<file path="src/tou_pkg.sv">
// Purpose: Shared constants and types for the timer output unit and interrupt vector block.
// Assumes: One 250 MHz clock; registers reached over AHB-Lite with 32-bit words.
// Notes:   Offsets are byte addresses of aligned words.
package tou_pkg;

  localparam int CHAN_COUNT = 7;
  localparam int COUNT_WIDTH = 16;

  // Register byte offsets.
  localparam logic [7:0] OFS_CHAN_CTRL_BASE = 8'h00;  // 0x00..0x18, one word per channel
  localparam logic [7:0] OFS_TIMER_CTRL     = 8'h20;
  localparam logic [7:0] OFS_VECTOR         = 8'h24;
  localparam logic [7:0] OFS_OUT_STATUS     = 8'h28;

  // Channel control field positions.
  localparam int FLD_FLAG     = 0;
  localparam int FLD_OUT_BIT  = 2;
  localparam int FLD_IRQ_EN   = 4;
  localparam int FLD_MODE_LO  = 5;
  localparam int FLD_MODE_HI  = 7;
  localparam int FLD_CAPTURE  = 8;

  // Timer control field positions.
  localparam int FLD_OVF_FLAG = 0;
  localparam int FLD_OVF_EN   = 1;

  // Vector word encodings.
  localparam logic [3:0] VEC_NONE     = 4'h0;
  localparam logic [3:0] VEC_OVERFLOW = 4'hE;

  localparam logic [2:0] CTRL_RESET_MODE = 3'h0;

  typedef enum logic [2:0] {
    MODE_OUTPUT     = 3'h0,
    MODE_SET        = 3'h1,
    MODE_TOGGLE_RST = 3'h2,
    MODE_SET_RST    = 3'h3,
    MODE_TOGGLE     = 3'h4,
    MODE_RESET      = 3'h5,
    MODE_TOGGLE_SET = 3'h6,
    MODE_RESET_SET  = 3'h7
  } tou_mode_type;

  typedef struct packed {
    logic         capture_mode;
    tou_mode_type output_mode_select;
    logic         channel_irq_enable;
    logic         output_value_bit;
    logic         channel_flag;
  } tou_chan_ctrl_type;

  typedef enum logic [1:0] {
    BUS_IDLE  = 2'b01,
    BUS_WRITE = 2'b10
  } tou_bus_state_type;

endpackage : tou_pkg
</file>
<file path="src/tou_output_irq.sv">
// Purpose: Output units and interrupt logic of a 16-bit timer with seven capture/compare channels.
// Assumes: Counter, compare latches and capture events come from the surrounding timer.
// Notes:   Channel 0 compare-equal doubles as the period-equal event.
//
// Overview of operation
// - Non-zero modes change output on clock edge only.
// - Mode 000 output follows software bit immediately.
// - Mode 001 sets output at compare match.
// - Modes 010/011 toggle/set, period clears.
// - Modes 110/111 toggle/clear, period sets.
// - Mode 100 toggles at every compare match.
// - Mode 101 clears output at compare match.
// - Channel 0 compare and period events coincide.
// - Compare acts in both count directions.
// - Dedicated channel 0 request, shared vector request.
// - Flag sets on capture or compare match.
// - Software may set or clear every flag.
// - Request needs channel and global enable.
// - Channel 0 flag clears when serviced.
// - Vector reports highest enabled pending source.
// - Vector access clears highest pending flag.
// - Lower channel numbers win the vector.
// - Vector values even: 0 none, 14 overflow.
// - Count reaching latch raises compare-equal.
`timescale 1ns/10ps
module tou_output_irq
  import tou_pkg::*;
#(
  parameter int CHANS = CHAN_COUNT,
  parameter int CW    = COUNT_WIDTH
) (
  // Clock and reset
  input  wire logic                hclk,
  input  wire logic                hresetn,
  // AHB-Lite slave
  input  wire logic                hsel,
  input  wire logic [31:0]         haddr,
  input  wire logic [1:0]          htrans,
  input  wire logic                hwrite,
  input  wire logic [2:0]          hsize,
  input  wire logic [31:0]         hwdata,
  input  wire logic                hready,
  output logic      [31:0]         hrdata,
  output logic                     hreadyout,
  output logic                     hresp,
  // Timer core
  input  wire logic [CW-1:0]       timer_count,
  input  wire logic                count_tick,
  input  wire logic                timer_clear,
  input  wire logic [CHANS*CW-1:0] channel_compare_latch,
  input  wire logic [CHANS-1:0]    capture_event,
  input  wire logic                overflow_event,
  // Processor interrupt side
  input  wire logic                global_irq_enable,
  input  wire logic                chan0_irq_ack,
  output logic                     chan0_irq,
  output logic                     vector_irq,
  // Output pins
  output logic      [CHANS-1:0]    channel_out
);

  tou_chan_ctrl_type ctrl_reg [CHANS];
  logic [CHANS-1:0]  unit_out_reg;
  logic [CHANS-1:0]  compare_equal;
  logic              period_equal;
  logic              ovf_flag_reg;
  logic              ovf_en_reg;
  logic [3:0]        vector_value;
  logic [CHANS-1:0]  vec_clear;
  logic              vec_clear_ovf;

  // Bus pipeline: address phase captured, data phase acts.
  logic              dp_valid_reg;
  logic              dp_write_reg;
  logic [7:0]        dp_addr_reg;
  logic              addr_phase;

  assign addr_phase = hsel & hready & htrans[1];
  assign hreadyout  = 1'b1;
  assign hresp      = 1'b0;

  always_ff @(posedge hclk or negedge hresetn) begin
    if (!hresetn) begin
      dp_valid_reg <= 1'b0;
      dp_write_reg <= 1'b0;
      dp_addr_reg  <= 8'h00;
    end else begin
      dp_valid_reg <= addr_phase;
      if (addr_phase) begin
        dp_write_reg <= hwrite;
        dp_addr_reg  <= haddr[7:0];
      end
    end
  end

  logic       wr_now;
  logic       vec_access;
  logic [2:0] wr_chan;
  logic       wr_chan_hit;

  assign wr_now      = dp_valid_reg & dp_write_reg;
  assign vec_access  = dp_valid_reg & (dp_addr_reg == OFS_VECTOR);
  assign wr_chan     = dp_addr_reg[4:2];
  assign wr_chan_hit = wr_now & (dp_addr_reg[7:5] == 3'h0) & (dp_addr_reg[1:0] == 2'h0)
                       & (int'(wr_chan) < CHANS);

  // Compare-equal is sampled only on a count tick so each count value matches once.
  // Since the count is compared, not its direction, matches occur counting up and down.
  genvar g;
  generate
    for (g = 0; g < CHANS; g++) begin : g_chan
      assign compare_equal[g] = count_tick
                                & (timer_count == channel_compare_latch[g*CW +: CW]);

      logic period_ev;
      assign period_ev = period_equal;

      // Output unit; mode 0 path is combinational below, the rest is registered.
      always_ff @(posedge hclk or negedge hresetn) begin
        if (!hresetn) begin
          unit_out_reg[g] <= 1'b0;
        end else if (timer_clear) begin
          unit_out_reg[g] <= 1'b0;
        end else begin
          case (ctrl_reg[g].output_mode_select)
            MODE_OUTPUT: begin
              unit_out_reg[g] <= ctrl_reg[g].output_value_bit;
            end
            MODE_SET: begin
              if (compare_equal[g]) unit_out_reg[g] <= 1'b1;
            end
            MODE_TOGGLE_RST: begin
              if (compare_equal[g]) unit_out_reg[g] <= ~unit_out_reg[g];
              if (period_ev) unit_out_reg[g] <= 1'b0;
            end
            MODE_SET_RST: begin
              if (compare_equal[g]) unit_out_reg[g] <= 1'b1;
              if (period_ev) unit_out_reg[g] <= 1'b0;
            end
            MODE_TOGGLE: begin
              if (compare_equal[g]) unit_out_reg[g] <= ~unit_out_reg[g];
            end
            MODE_RESET: begin
              if (compare_equal[g]) unit_out_reg[g] <= 1'b0;
            end
            MODE_TOGGLE_SET: begin
              if (compare_equal[g]) unit_out_reg[g] <= ~unit_out_reg[g];
              if (period_ev) unit_out_reg[g] <= 1'b1;
            end
            MODE_RESET_SET: begin
              if (compare_equal[g]) unit_out_reg[g] <= 1'b0;
              if (period_ev) unit_out_reg[g] <= 1'b1;
            end
            default: begin
              unit_out_reg[g] <= unit_out_reg[g];
            end
          endcase
        end
      end

      // Mode 0 bypasses the flop so a write shows at once; the decode is a plain NOR
      // of the mode bits, which is why software must not pass through mode 0 by accident.
      assign channel_out[g] = (ctrl_reg[g].output_mode_select == MODE_OUTPUT)
                              ? ctrl_reg[g].output_value_bit : unit_out_reg[g];

      // Control word and flag; a hardware set beats any clear in the same cycle.
      logic hw_set;
      logic sw_hit;
      assign hw_set = ctrl_reg[g].capture_mode ? capture_event[g] : compare_equal[g];
      assign sw_hit = wr_chan_hit & (int'(wr_chan) == g);

      always_ff @(posedge hclk or negedge hresetn) begin
        if (!hresetn) begin
          ctrl_reg[g] <= '{capture_mode: 1'b0, output_mode_select: MODE_OUTPUT,
                           channel_irq_enable: 1'b0, output_value_bit: 1'b0,
                           channel_flag: 1'b0};
        end else begin
          if (sw_hit) begin
            ctrl_reg[g].capture_mode       <= hwdata[FLD_CAPTURE];
            ctrl_reg[g].output_mode_select <= tou_mode_type'(hwdata[FLD_MODE_HI:FLD_MODE_LO]);
            ctrl_reg[g].channel_irq_enable <= hwdata[FLD_IRQ_EN];
            ctrl_reg[g].output_value_bit   <= hwdata[FLD_OUT_BIT];
          end
          if (hw_set) begin
            ctrl_reg[g].channel_flag <= 1'b1;
          end else if (sw_hit) begin
            ctrl_reg[g].channel_flag <= hwdata[FLD_FLAG];
          end else if ((g == 0) && chan0_irq_ack) begin
            ctrl_reg[g].channel_flag <= 1'b0;
          end else if (vec_clear[g]) begin
            ctrl_reg[g].channel_flag <= 1'b0;
          end
        end
      end
    end
  endgenerate

  assign period_equal = compare_equal[0];

  // Overflow flag and its enable in the timer control word.
  logic tctl_hit;
  assign tctl_hit = wr_now & (dp_addr_reg == OFS_TIMER_CTRL);

  always_ff @(posedge hclk or negedge hresetn) begin
    if (!hresetn) begin
      ovf_flag_reg <= 1'b0;
      ovf_en_reg   <= 1'b0;
    end else begin
      if (tctl_hit) ovf_en_reg <= hwdata[FLD_OVF_EN];
      if (overflow_event) begin
        ovf_flag_reg <= 1'b1;
      end else if (tctl_hit) begin
        ovf_flag_reg <= hwdata[FLD_OVF_FLAG];
      end else if (vec_clear_ovf) begin
        ovf_flag_reg <= 1'b0;
      end
    end
  end

  // Priority encoder: channel 1 highest, overflow lowest, disabled sources ignored.
  always_comb begin
    vector_value  = VEC_NONE;
    vec_clear     = '0;
    vec_clear_ovf = 1'b0;
    if (ovf_flag_reg && ovf_en_reg) begin
      vector_value  = VEC_OVERFLOW;
      vec_clear_ovf = vec_access;
    end
    for (int i = CHANS - 1; i >= 1; i--) begin
      if (ctrl_reg[i].channel_flag && ctrl_reg[i].channel_irq_enable) begin
        vector_value  = 4'(2 * i);
        vec_clear_ovf = 1'b0;
        vec_clear     = '0;
        vec_clear[i]  = vec_access;
      end
    end
  end

  // Dedicated and shared requests; a remaining flag re-raises the shared request.
  assign chan0_irq  = global_irq_enable & ctrl_reg[0].channel_flag
                      & ctrl_reg[0].channel_irq_enable;
  assign vector_irq = global_irq_enable & (vector_value != VEC_NONE);

  // Read data is selected in the data phase from current state.
  always_comb begin
    hrdata = 32'h0000_0000;
    if (dp_valid_reg && !dp_write_reg) begin
      if (dp_addr_reg == OFS_VECTOR) begin
        hrdata[3:0] = vector_value;
      end else if (dp_addr_reg == OFS_TIMER_CTRL) begin
        hrdata[FLD_OVF_FLAG] = ovf_flag_reg;
        hrdata[FLD_OVF_EN]   = ovf_en_reg;
      end else if (dp_addr_reg == OFS_OUT_STATUS) begin
        hrdata[CHANS-1:0] = channel_out;
      end else if ((dp_addr_reg[7:5] == 3'h0) && (dp_addr_reg[1:0] == 2'h0)
                   && (int'(wr_chan) < CHANS)) begin
        // Fields go one by one: the packed control struct is narrower than the word layout.
        hrdata[FLD_FLAG]                = ctrl_reg[wr_chan].channel_flag;
        hrdata[FLD_OUT_BIT]             = ctrl_reg[wr_chan].output_value_bit;
        hrdata[FLD_IRQ_EN]              = ctrl_reg[wr_chan].channel_irq_enable;
        hrdata[FLD_MODE_HI:FLD_MODE_LO] = ctrl_reg[wr_chan].output_mode_select;
        hrdata[FLD_CAPTURE]             = ctrl_reg[wr_chan].capture_mode;
      end
    end
  end

endmodule // tou_output_irq

</file>
<file path="config.mk">
export PLATFORM = sky130hd
export DESIGN_NAME = tou_output_irq
export DESIGN_NICKNAME = d
export VERILOG_FILES = /design/src/tou_pkg.sv /design/src/tou_output_irq.sv
export SDC_FILE = /design/constraint.sdc
export NUM_CORES = 1
export LEC_CHECK = 0
export ABC_AREA = 0
export BUFFER_PORTS_ARGS = -buffer_cell sky130_fd_sc_hd__buf_2
export CELL_PAD_IN_SITES_DETAIL_PLACEMENT = 1
export CELL_PAD_IN_SITES_GLOBAL_PLACEMENT = 2
export CORE_MARGIN = 8
export CORE_UTILIZATION = 27
export DETAILED_ROUTE_END_ITERATION = 10
export PLACE_DENSITY_LB_ADDON = 0.05
export SLEW_MARGIN = 20
export SYNTH_ARGS = -nofsm -noshare
export SYNTH_HDL_FRONTEND = slang
export SYNTH_SLANG_ARGS = --single-unit
</file>
<file path="constraint.sdc">
create_clock -name hclk -period 3.3 [get_ports hclk]
set_clock_uncertainty 0.2 [all_clocks]
set_input_delay 0.165 -clock hclk [delete_from_list [all_inputs] [get_ports hclk]]
set_output_delay 0.165 -clock hclk [all_outputs]
set_load 0.01 [all_outputs]
</file>
==> results.tsv <==
metric	value	unit
status	finished clean	
yosysWarnings	0	
synth-edff-count	0	
grt_pass1_vias	5670	
die_h	160	um
wl	22.2	mm
avgViaCountPerCell	4.82	
largest_reg_flops	49	
grt_max_degree	43	
hold_ws	0.000259	ns
setup_violations	0	
fin_setup_tns	0	ns
multi_input_area	3570	um^2
drv_cap	0	
path_clk_slew	0.06	ns
required	2.93	ns
synthFlopType	dfrtp_1	
hold_viol	0	
crit_fanout	10	
fin_util	35.6	%
drc_errors	0	
syn_avg_cell_area	9.35	um^2
fmax	326	MHz
drv_slew	0	
crit_chain	or4_4 -> or3b_4 -> nor3b_1 -> nor2b_1 -> a21oi_1 -> a21oi_1 -> buf_2	
max_stage_delay	0.57	ns
grt_overflow	0	
cts.path.max_buffers	2	
fill_cells	2458	
place_congestion	0.821	
vias	5139	
synth_cell_types	51	
io_buffers	179	
holdCritPathClass	in2reg	
post-route-period-util	92.9	%
end_kind	primary output	
cts_tree	done	
worstPathArrival	2.70	ns
dp_hpwl	18.4	mm
start_util	27.6	%
timing.critical_path.mode_cell	a21oi_1	
power_density	364	nW/um^2
ioPinCount	257	
antenna_found_initial	2	
crit_family	simple AND/OR/NAND/NOR gates	
synth-seq-cells	68	
grt_pass1_wl	34.1	mm
relSlewSlack	52.4	%
fp.dieArea	25600	um^2
grt_util_all_layers	17.3	%
start_kind	flop	
cts_made_buffers	9	
dr.pass1.iters	4	
rsz0062_at_grt	no	
cp_num_buf_inv	1	
h-tree-depth	3	
nets	1016	
ant_nets	0	
wire_per_inst	20.8	um
synthArstFlopShare	100	%
area_growth	29.3	%
post-route-min-period	3.07	ns
crit_type	reg2out	
netlist_area	5590	um^2
ys_seq_area_share	30.4	%
clock_latency	0.33	ns
vdd_drop_max	247	uV
drive_gt1_share	35.8	%
dr.first_iter.drc_count	290	
crit_slowest_cell	or4_4	
cts_num_sinks	68	
most-common-layout-cells	179 x buf_2, 98 x xnor2_1, 68 x dfrtp_1	
tightest_slew	0.714	ns
netlist_instances	598	
cts-root-buf	clkbuf_16	
leakagePower	3.15	nW
core-area	20300	um^2
layout_commonest_cell	buf_2	
num_rows	52	
seqCellArea	1700	um^2
die_w	160	um
## metrics by stage
step / cell area (um^2) / total power, W / worst slack (ns) / std cells
2_1_floorplan: 5680 / 0.00138 / 0.701 / 621
3_3_place_gp: 6740 / 0.00163 / 0.365 / 1031
3_5_place_dp: 6740 / 0.00165 / 0.263 / 1031
4_1_cts: 7220 / 0.00267 / 0.0558 / 1064
5_1_grt: 7230 / 0.00279 / 0.0910 / 1066
6_report: 7230 / 0.00264 / 0.233 / 1066
## final timing paths
path                                   endpoint  slack (ns)  cells past startpoint           start
worst min register to register   dp_addr_reg[7]        0.31                      1  dp_addr_reg[7]
worst max-delay path                  hrdata[2]        0.23                      7  dp_addr_reg[6]
min in group asynchronous       unit_out_reg[6]        0.22                      2         hresetn
max in group asynchronous          ctrl_reg[32]        1.99                      3         hresetn
worst max register to register     ctrl_reg[42]        0.39                      7  dp_addr_reg[6]
worst min-delay path               ctrl_reg[44]      0.0003                      2       hwdata[4]
## layout make-up
class,count,area share (%)
clock inverters,4,0.675
inverters,20,1.04
clock buffers,11,3.50
well taps,270,4.67
diodes,2,0.0692
repair buffers,217,17.1
multi-input cells,474,49.4
flip-flops and latches,68,23.5
## Yosys cell counts, drive strengths merged (16+ instances only)
cell	n	area share, %
o21ai	16	1.4
xnor2	98	15
a21oi	23	2.1
mux2	58	12
clkbuf	23	1.5
inv	20	1.3
nand2	46	3.1
nand4	21	2.3
nor2	20	1.3
buf	36	4.4
dfrtp	68	30
nand3	21	1.9
## repair_timing
action,CTS,global route
endpoints found under the hold margin,46,0
endpoints found under the setup margin,0,1
setup buffers,0,0
gates resized for setup,0,1
hold buffers,18,0
## power by group
group	total [W]	switching (W)	internal (W)	leakage [nW]
Combinational	0.000685	0.000351	0.000334	2.12
Sequential	0.000959	0.0000714	0.000887	0.873
Clock	0.000991	0.000370	0.000621	0.151
Total	0.00264	0.000793	0.00184	3.15
## logic make-up (layout without fill, tap and decap cells)
logic type      Yosys count  in the layout  share of synthesized area, %
simple gates            166            166                          15.7
mux                      78             78                          16.9
other cells               2             27                         0.134
flops                    68             68                          30.4
fa+ha+maj                13             13                          2.86
compound gates           80             80                          9.15
xor+xnor                112            112                          17.5
buf+inv                  79            252                          7.32
## layer usage
metal	share of wire (%)	GRT usage (%)	wire, um
met1	45	22.2	9990
met2	49	29.0	10900
met3	3.8	3.42	852
met4	2.0	4.59	439
met5	0	0	0
(Power assumes the default switching activity.)
